File: src/rtl/mal_cfg.svh
// constants of the alert and fault-recording logic
// assumes inclusion by bare name from the package and the design
`ifndef MAL_CFG_SVH
`define MAL_CFG_SVH
// register offsets
`define MAL_VLIM_FIRST 8'h2b
`define MAL_VLIM_LAST 8'h32
`define MAL_HOT_LIMIT_ADDR 8'h39
`define MAL_HOT_HYST_ADDR 8'h3a
`define MAL_CONFIG_ADDR 8'h40
`define MAL_STATUS_ADDR 8'h41
`define MAL_MASK_ADDR 8'h43
`define MAL_TEMP_CFG_ADDR 8'h44
// reset values
`define MAL_HOT_LIMIT_RST 8'h50
`define MAL_HOT_HYST_RST 8'h41
`define MAL_STATUS_RST 8'h00
`define MAL_MASK_RST 8'h00
`define MAL_CONFIG_RST 8'h00
`define MAL_TEMP_CFG_RST 8'h00
// voltage limit reset values: 1.1 and 0.9 of nominal code 192
`define MAL_VOLTAGE_HIGH_LIMIT_RST 8'hd3
`define MAL_VOLTAGE_LOW_LIMIT_RST 8'had
// field positions
`define MAL_BIT_TEMP 4
`define MAL_CFG_START 0
`define MAL_CFG_IEN 1
`define MAL_CFG_ICLR 3
`define MAL_CFG_SOFTRST 7
`define MAL_SRC_MASK 8'h1f
// temperature alert mode codes
`define MAL_MODE_DEFAULT 2'h0
`define MAL_MODE_ONETIME 2'h1
`define MAL_MODE_COMPARE 2'h2
`endif

File: src/rtl/mal_pkg.sv
// types of the alert and fault-recording logic
// assumes mal_cfg.svh is on the include path
`include "mal_cfg.svh"
package mal_pkg;
   // one conversion result from the sequencer
   typedef struct packed
   {
      logic valid;
      logic [2:0] source;
      logic [7:0] code;
   } mal_result_t;
   // temperature alert mode
   typedef enum logic [2:0]
   {
      MAL_TM_DEFAULT = 3'h1,
      MAL_TM_ONETIME = 3'h2,
      MAL_TM_COMPARE = 3'h4
   } mal_tmode_t;
   // all block state
   typedef struct packed
   {
      logic [7:0] hot_limit;
      logic [7:0] hot_hysteresis;
      logic [7:0] fault_status;
      logic [7:0] fault_mask;
      logic [7:0] config_reg;
      logic [7:0] temp_cfg;
      logic [63:0] vlim;
      logic [4:0] pending;
      logic temp_armed;
      logic temp_over;
      logic [7:0] rdata;
      logic alert_oe;
      logic run;
   } mal_state_t;
endpackage

File: src/rtl/mal_alert.sv
// alert and fault-recording logic of a voltage and temperature supervisor
// assumes a serial slave engine in the same clock domain issuing one-cycle
// register strobes, and a sequencer issuing one-cycle conversion results
//
// Contract
// - status bits: 2.5V,12V,3.3V,supply,temperature
// - crossing a threshold sets status and alert
// - voltage outside window faults; limits 2Bh-32h
// - mask bit suppresses status and alert
// - status read clears in default/one-time modes
// - status read releases alert except comparator
// - comparator mode keeps bit 4 on read
// - persisting fault realerts after next conversion
// - global enable low keeps alert released
// - conversions continue while alert is asserted
// - alert is open-drain active low
// - default mode realerts until below hysteresis
// - one-time mode rearms below hysteresis
// - comparator alert follows temperature versus limit
// - hot limit at 39h resets to 50h
// - hysteresis at 3Ah resets to 41h
// - start bit low stops monitoring, bus alive
// - reset holds defaults, shutdown, ignores bus
// - mode field: 00,11 default; 01 one-time; 10 comparator
// - alert response does not clear alert
//
// register map in short
//   2bh..32h voltage limits, pairs of high then low, one pair per voltage source
//   39h hot limit, 3ah hot hysteresis, both signed degrees
//   40h configuration: bit 0 start, bit 1 alert enable, bit 3 alert clear, bit 7 soft reset
//   41h fault status, read clears; 43h fault mask; 44h temperature mode field in bits 1:0
//   unmapped indices read as zero and ignore writes
//
// behaviour notes
//   status bits and pending alert bits are kept apart: the alert clear bit drops
//   pending alerts but leaves the status the host has not read yet
//   the alert pin is released one edge after pending drops, so a host that polls
//   the wire right after its status read may still see it low for a cycle
//   results arriving while monitoring is stopped are dropped, not queued; the
//   sequencer is expected to stall on its own in shutdown
//   comparator mode keeps the temperature bit as a level, so status reads leave it
//   and only a result not above the hot limit clears it
//   default mode keeps refiring between hysteresis and limit once tripped; this
//   trades extra host traffic for never losing a warm excursion
//   one-time mode fires once per excursion; a host that misses it sees nothing more
//   until the temperature has gone below hysteresis and back above the limit
//
// limitations
//   the alert response acknowledge is accepted and deliberately ignored
//   the pin level input is not used: this block never arbitrates the shared line
//   soft reset acts one edge after its write, so a write in that edge is lost
`timescale 1ns/100ps
`timescale 1ns/100ps
`default_nettype none
`include "mal_cfg.svh"
module mal_alert
   import mal_pkg::*;
#(
   parameter int NUM_SRC = 5
)
(
   input wire logic clk,
   input wire logic reset_n,
   input wire logic reg_wr,
   input wire logic reg_rd,
   input wire logic [7:0] reg_addr,
   input wire logic [7:0] reg_wdata,
   output logic [7:0] reg_rdata,
   input wire logic ars_ack,
   input wire mal_result_t result,
   input wire logic alert_n_in,
   output logic alert_n_out,
   output logic alert_oe,
   output logic monitor_run
);
   // ==========================================================
   // elaboration checks
   initial
   begin
      if (NUM_SRC != 5)
         $error("mal_alert serves exactly five sources");
   end

   // ==========================================================
   // helpers
   // decode the two-bit mode field into the one-hot mode
   function automatic mal_tmode_t decode_mode(input logic [1:0] f);
      mal_tmode_t m;
      m = MAL_TM_DEFAULT;
      case (f)
         `MAL_MODE_ONETIME: m = MAL_TM_ONETIME;
         `MAL_MODE_COMPARE: m = MAL_TM_COMPARE;
         default: m = MAL_TM_DEFAULT; // 00 and 11
      endcase
      return m;
   endfunction

   // voltage limit slot: even byte high, odd byte low of a pair
   function automatic logic [7:0] vlim_get(input logic [63:0] v, input logic [2:0] i);
      return v[{i, 3'h0} +: 8];
   endfunction

   // ==========================================================
   // state
   mal_state_t state_ff; // all registered state
   mal_state_t nxt_state; // next value
   mal_tmode_t mode; // current temperature mode
   logic [2:0] vidx; // voltage limit slot index
   logic [4:0] vfault; // per-source fault of this result, bit 4 the temperature
   logic [7:0] clr_bits; // status bits a read clears
   logic status_rd; // host read of fault status
   logic temp_hot; // result above hot limit
   logic temp_cool; // result below hysteresis
   logic is_temp; // result is temperature

   assign mode = decode_mode(state_ff.temp_cfg[1:0]);
   assign status_rd = reg_rd && (reg_addr == `MAL_STATUS_ADDR);
   // sources 0..3 are the voltages, 4 the temperature
   assign is_temp = (result.source == 3'(`MAL_BIT_TEMP));
   // signed compare
   assign temp_hot = $signed(result.code) > $signed(state_ff.hot_limit);
   assign temp_cool = $signed(result.code) < $signed(state_ff.hot_hysteresis);
   assign vidx = {result.source[1:0], 1'b0};

   // ==========================================================
   // next-state logic
   // order of the overrides below matters:
   //   register writes first, then the status read clear,
   //   then the alert clear bit, then new results,
   //   so a fault in the cycle of a read is never lost;
   //   soft reset last, so it beats everything else
   // the read data mux looks at the address every cycle,
   // not only on a strobe; the bus holds the address for
   // the whole strobe, so the registered copy is the one
   // taken with the strobe
   always_comb
   begin
      nxt_state = state_ff;
      vfault = 5'h00;
      clr_bits = `MAL_SRC_MASK;
      // register writes; bus is ignored under reset by construction
      if (reg_wr)
      begin
         case (reg_addr)
            `MAL_HOT_LIMIT_ADDR: nxt_state.hot_limit = reg_wdata;
            `MAL_HOT_HYST_ADDR: nxt_state.hot_hysteresis = reg_wdata;
            `MAL_MASK_ADDR: nxt_state.fault_mask = reg_wdata & `MAL_SRC_MASK;
            `MAL_CONFIG_ADDR: nxt_state.config_reg = reg_wdata;
            `MAL_TEMP_CFG_ADDR: nxt_state.temp_cfg = reg_wdata;
            default:
            begin
               // voltage limits
               if (reg_addr >= `MAL_VLIM_FIRST && reg_addr <= `MAL_VLIM_LAST)
                  nxt_state.vlim[{3'(reg_addr - `MAL_VLIM_FIRST), 3'h0} +: 8] = reg_wdata;
            end
         endcase
      end
      // read data mux, registered for a flop output
      case (reg_addr)
         `MAL_HOT_LIMIT_ADDR: nxt_state.rdata = state_ff.hot_limit;
         `MAL_HOT_HYST_ADDR: nxt_state.rdata = state_ff.hot_hysteresis;
         `MAL_STATUS_ADDR: nxt_state.rdata = state_ff.fault_status;
         `MAL_MASK_ADDR: nxt_state.rdata = state_ff.fault_mask;
         `MAL_CONFIG_ADDR: nxt_state.rdata = state_ff.config_reg;
         `MAL_TEMP_CFG_ADDR: nxt_state.rdata = state_ff.temp_cfg;
         default:
         begin
            if (reg_addr >= `MAL_VLIM_FIRST && reg_addr <= `MAL_VLIM_LAST)
               nxt_state.rdata = vlim_get(state_ff.vlim, 3'(reg_addr - `MAL_VLIM_FIRST));
            else
               nxt_state.rdata = 8'h00; // unmapped reads zero
         end
      endcase
      // status read clears and releases alert; comparator bit 4 kept
      if (status_rd)
      begin
         if (mode == MAL_TM_COMPARE)
            clr_bits[`MAL_BIT_TEMP] = 1'b0;
         nxt_state.fault_status = state_ff.fault_status & ~clr_bits;
         nxt_state.pending = state_ff.pending & ~clr_bits[4:0];
      end
      // interrupt clear bit releases alert, status untouched
      if (state_ff.config_reg[`MAL_CFG_ICLR])
         nxt_state.pending = 5'h00;
      // monitoring runs only with start set and clear bit low
      nxt_state.run = state_ff.config_reg[`MAL_CFG_START]
         && !state_ff.config_reg[`MAL_CFG_ICLR];
      // results judged regardless of alert level
      if (result.valid && state_ff.run)
      begin
         if (is_temp)
         begin
            nxt_state.temp_over = temp_hot;
            case (mode)
               MAL_TM_COMPARE:
               begin
                  // level follows limit
                  vfault[`MAL_BIT_TEMP] = temp_hot;
                  if (!temp_hot)
                  begin
                     nxt_state.fault_status[`MAL_BIT_TEMP] = 1'b0;
                     nxt_state.pending[`MAL_BIT_TEMP] = 1'b0;
                  end
               end
               MAL_TM_ONETIME:
               begin
                  // fire once, rearm below hysteresis
                  vfault[`MAL_BIT_TEMP] = temp_hot && state_ff.temp_armed;
                  if (temp_hot)
                     nxt_state.temp_armed = 1'b0;
                  else if (temp_cool)
                     nxt_state.temp_armed = 1'b1;
               end
               default:
               begin
                  // refire each result until below hysteresis
                  if (temp_hot)
                     nxt_state.temp_armed = 1'b0;
                  else if (temp_cool)
                     nxt_state.temp_armed = 1'b1;
                  vfault[`MAL_BIT_TEMP] = temp_hot || !state_ff.temp_armed && !temp_cool;
               end
            endcase
         end
         else if (result.source < 3'(`MAL_BIT_TEMP))
         begin
            // outside the window
            vfault[result.source] =
               (result.code > vlim_get(state_ff.vlim, vidx))
               || (result.code < vlim_get(state_ff.vlim, vidx + 3'h1));
         end
         // masked sources record nothing
         vfault = vfault & ~state_ff.fault_mask[4:0];
         // set wins over a same-cycle read clear
         nxt_state.fault_status[4:0] = nxt_state.fault_status[4:0] | vfault;
         nxt_state.pending = nxt_state.pending | vfault;
      end
      // alert response acknowledge deliberately changes nothing
      // alert drive from unmasked pending and enable
      nxt_state.alert_oe = state_ff.config_reg[`MAL_CFG_IEN]
         && |(state_ff.pending & ~state_ff.fault_mask[4:0]);
      // self-clearing soft reset returns defaults
      if (state_ff.config_reg[`MAL_CFG_SOFTRST])
      begin
         nxt_state.hot_limit = `MAL_HOT_LIMIT_RST;
         nxt_state.hot_hysteresis = `MAL_HOT_HYST_RST;
         nxt_state.fault_status = `MAL_STATUS_RST;
         nxt_state.fault_mask = `MAL_MASK_RST;
         nxt_state.config_reg = `MAL_CONFIG_RST;
         nxt_state.temp_cfg = `MAL_TEMP_CFG_RST;
         nxt_state.vlim = {4{`MAL_VOLTAGE_LOW_LIMIT_RST, `MAL_VOLTAGE_HIGH_LIMIT_RST}};
         nxt_state.pending = 5'h00;
         nxt_state.temp_armed = 1'b1;
         nxt_state.alert_oe = 1'b0;
         nxt_state.run = 1'b0;
      end
   end

   // ==========================================================
   // state register; reset holds defaults and shutdown
   // the reset branch loads constants only, so release needs no
   // particular data on the bus; strobes under reset are lost
   // because the whole register is held, not because of gating
   always_ff @(posedge clk or negedge reset_n)
   begin
      if (!reset_n)
      begin
         state_ff.hot_limit <= `MAL_HOT_LIMIT_RST;
         state_ff.hot_hysteresis <= `MAL_HOT_HYST_RST;
         state_ff.fault_status <= `MAL_STATUS_RST;
         state_ff.fault_mask <= `MAL_MASK_RST;
         state_ff.config_reg <= `MAL_CONFIG_RST;
         state_ff.temp_cfg <= `MAL_TEMP_CFG_RST;
         state_ff.vlim <= {4{`MAL_VOLTAGE_LOW_LIMIT_RST, `MAL_VOLTAGE_HIGH_LIMIT_RST}};
         state_ff.pending <= 5'h00;
         state_ff.temp_armed <= 1'b1;
         state_ff.temp_over <= 1'b0;
         state_ff.rdata <= 8'h00;
         state_ff.alert_oe <= 1'b0;
         state_ff.run <= 1'b0;
      end
      else
         state_ff <= nxt_state;
   end

   // ==========================================================
   // outputs; pin only pulled low
   // the pin data is tied low and only the enable moves, so the
   // line can be wired with other open-drain alert outputs
   // every output but the tied-low pin data is a register bit, none is decoded here
   assign reg_rdata = state_ff.rdata;
   assign alert_n_out = 1'b0;
   assign alert_oe = state_ff.alert_oe;
   assign monitor_run = state_ff.run;
endmodule
`default_nettype wire

File: config.mk
export PLATFORM = sky130hd
export DESIGN_NAME = mal_alert
export DESIGN_NICKNAME = d
export VERILOG_FILES = /design/src/rtl/mal_pkg.sv /design/src/rtl/mal_alert.sv
export VERILOG_INCLUDE_DIRS = /design/src /design/src/rtl
export SDC_FILE = /design/constraint.sdc
export NUM_CORES = 1
export LEC_CHECK = 0
export BUFFER_PORTS_ARGS = -buffer_cell sky130_fd_sc_hd__clkbuf_2
export CORE_MARGIN = 2
export CORE_UTILIZATION = 55
export CTS_CLUSTER_DIAMETER = 120
export DETAILED_ROUTE_END_ITERATION = 10
export GPL_TIMING_DRIVEN = 0
export PLACE_DENSITY = 0.82
export SYNTH_ARGS = -nofsm -noshare
export SYNTH_HDL_FRONTEND = slang
export SYNTH_SLANG_ARGS = --single-unit
File: constraint.sdc
create_clock -name clk -period 5.65 [get_ports clk]
set_input_delay 0.8475 -clock clk [delete_from_list [all_inputs] [get_ports clk]]
set_output_delay 0.8475 -clock clk [all_outputs]
set_load 0.01 [all_outputs]
==> impl_results.md <==
* Finished layout cell area at 0.00848 sq mm
* Count of placed standard cells including taps at between 900 and 1000
* Tmin final at 3.99 ns
* Kind of end point of the critical path: flop
* Via count of the first global-routing pass at 6356
* Drt wl/cell at 24.4 microns
* Critical path launch point type: input port
* Setup repair after global routing missed its margin: no
* Slew @ Worst Pin at 0.970 ns
* Count of yosys warnings during synthesis at 0
* Port Buffers at 38
* Longest Clk Path Bufs at 2
* Clock Sink Count at 122
* Final setup violation count at 0
* Fin crit share at 70.7%
* Worst reg2reg path endpoint: state_ff[14]
* Worst setup path category: input port to flop
* Count leader, synth: dfrtp_1
* Commonest cells in the synthesized netlist: dfrtp_1, nand2_1, nor2_1, inv_1, nand3_1
* Worst R2R Path Depth at 8
* VDD IR-drop max at between 200 and 250 uV
* Number of CTS-inserted buffers at 17
* Sequential cell area fraction in the yosys report at 42.1%
* Root buffer cell: clkbuf_16
* First-pass DRT Iterations at 6
* Starting density of the core at 56.0%
* Number of max-slew violations in the final report at 0
* Drt drc at 0
* Share of the synthesized area in the top cell type at 26.1%
* Path category of the worst min-delay check: input port to asynchronous set/reset pin
* Power density relative to cell area at 298 mW/mm^2
* Required time worst endpoint at 5.94 ns
* Reg-to-reg slack, setup at 3.02 ns
* Critical R2R Launch: state_ff[63]
* CTS tree: yes
* Number of ports placed on the die boundary at 45
* Detailed-route via count at 6628
* Clock slew at the register clock pins of the worst setup and hold paths at around 0.050 ns
* Fmax at around 250 MHz
* Cell type with the largest total area after synthesis: dfrtp_1
* Placement Cell Area at 0.00783 sq mm
* Total congestion overflow after global routing at 0
* Number of nets in the synthesized netlist at roughly 790
* Die outline height at about 120 microns
* CTS hold repair buffers at 0
* Pin count of the biggest net entering global routing at 123
* Post-Syn Instances at 720
* Fraction of final layout cells with drive strength greater than 1 at between 20% and 30%
* Crit Path Max Fanout at 10
* GRT Util Overall at 34.5%
* Core region area at between 0.01 and 0.015 sq mm
* Setup Buffers After CTS at 0
* GR Layer Usage met1 at 44.5%
* Number of distinct library cells after synthesis at 65
* Setup TNS at 0 ns
* Number of nets with antenna violations after routing at 0
* Final Hold Fails at 0
* Global routing usage on met3 at 10.2%
* DRC marker count from the first detailed-route iteration at around 960
* Row cnt at 42
* Avg Synthesized Cell Area at a little over 10 sq um
* Die outline width at 120 microns
* Number of enable flip-flop cells after synthesis at 0
* Post-cts gate resize count at 0
* Static power due to leakage at 3.77 nW
* Arrival time of the worst setup path at between 4 and 5 ns
* Status: completed
* Slew HR at 35.3%
* Source-to-sink clock delay at the later pin of the worst-skew pair at roughly 0.43 ns
* Number of synthesized register bits at 122
* Number of cells in the finished layout apart from fillers at 967
* Gpl congestion at 1.06
* Signed area change from the synthesized netlist to the final layout at 14.9%
* Max-cap violation count at 0
* Total die area at roughly 0.014 sq mm
* Post-Syn Area at 0.00738 sq mm
* Largest clock skew in the final design at 0.0113 ns
* Total Wirelength at 23600 microns
* Number of antenna violations at the first check in global routing at 0
* Detailed-placement wirelength estimate at 17100 microns
* Synth top area cells: dfrtp_1, dfstp_2, mux4_2
* Average vias per placed instance at 6.85
* H-tree levels at 4
* Most used DFF post-synth: dfrtp_1
* Global routing's busiest layer: met2
* Final nets at 851
* GRT met2 Usage at 52.7%
* Async set-or-reset flop fraction in the synthesized netlist at 100%
* Post-Route Utilization at between 60 and 70%
* Antenna diode count at 0
* Wire length of the first global-routing pass at around 37000 microns
==> metrics by stage <==
step                      setup slack [ns]  hold WS, ns  power [mW]
final                                 1.66        0.478        2.52
after global routing                  1.48        0.524        2.60
after CTS                             1.69        0.496        2.52
after detailed placement              1.24        0.489        1.33
after global placement                1.27        0.482        1.31
after floorplan                       2.08        0.458        1.20
==> registers in the layout, summed over array words and instances, names as in the netlist <==
signal and count:
alert_oe 1, reg_rdata 8, monitor_run 1, state_ff 112
==> routing by layer <==
layer | vias up | share of wire (%)
met5 | - | 0
met4 | 0 | 6.1
met3 | 113 | 12
met2 | 516 | 45
met1 | 3214 | 37
li1 | 2785 | -
==> how the worst max path moves through the flow <==
stage	from	end	slack [ns]	depth (start not counted)
finish	reg_addr[0]	reg_rdata[5]	1.66	10
global placement	reg_addr[0]	reg_rdata[5]	1.27	10
detailed placement	reg_addr[0]	reg_rdata[5]	1.24	10
CTS	reg_addr[0]	reg_rdata[5]	1.69	10
floorplan	result[8]	state_ff[108]	2.08	10
global route	reg_addr[0]	reg_rdata[5]	1.48	10
==> cell usage in the layout (no fill, tap or decap), drive strengths merged, types with 10 or more instances in the layout <==
cell type,netlist,final
o211ai,18,18
nor2,50,50
nand2,67,67
dfstp,45,45
buf,22,23
and2,10,10
a31oi,13,13
nor3,14,14
a21oi,30,30
o21ai,24,24
inv,48,48
a22oi,15,15
dfrtp,77,77
clkbuf,34,98
ha,39,39
mux2i,19,19
nand3,46,46
mux4,32,32
==> worst max-delay path, cell delays in order <==
cell and delay, ns:
clkbuf_2 0.11, buf_2 0.35, buf_2 0.38, inv_1 0.18, ha_1 0.35, clkbuf_1 0.58, buf_1 0.58, mux4_2 0.41
mux2i_1 0.32, o21ai_0 0.14
==> cells by family after synthesis <==
logic type      share of synthesized area [%]
simple gates                             15.3
other cells                            0.0508
mux                                      13.4
fa+ha+maj                                6.61
flops                                    42.1
compound gates                           16.5
buf+inv                                  6.10
==> final cells by class <==
type	count	area, sq um
Fill cell	1019	4710
Multi-Input combinational cell	494	3820
Sequential cell	122	3110
Clock buffer	26	519
Buffer	56	270
Timing Repair Buffer	39	226
Tap cell	176	220
Inverter	48	180
Clock inverter	6	133
==> power by group <==
group	total [mW]	internal, mW	leakage [nW]	switching [mW]
Combinational	0.335	0.141	1.93	0.194
Sequential	0.994	0.948	1.52	0.0464
Clock	1.20	0.807	0.317	0.388
Total	2.52	1.90	3.77	0.629
Power figures use the tool's default switching activity.
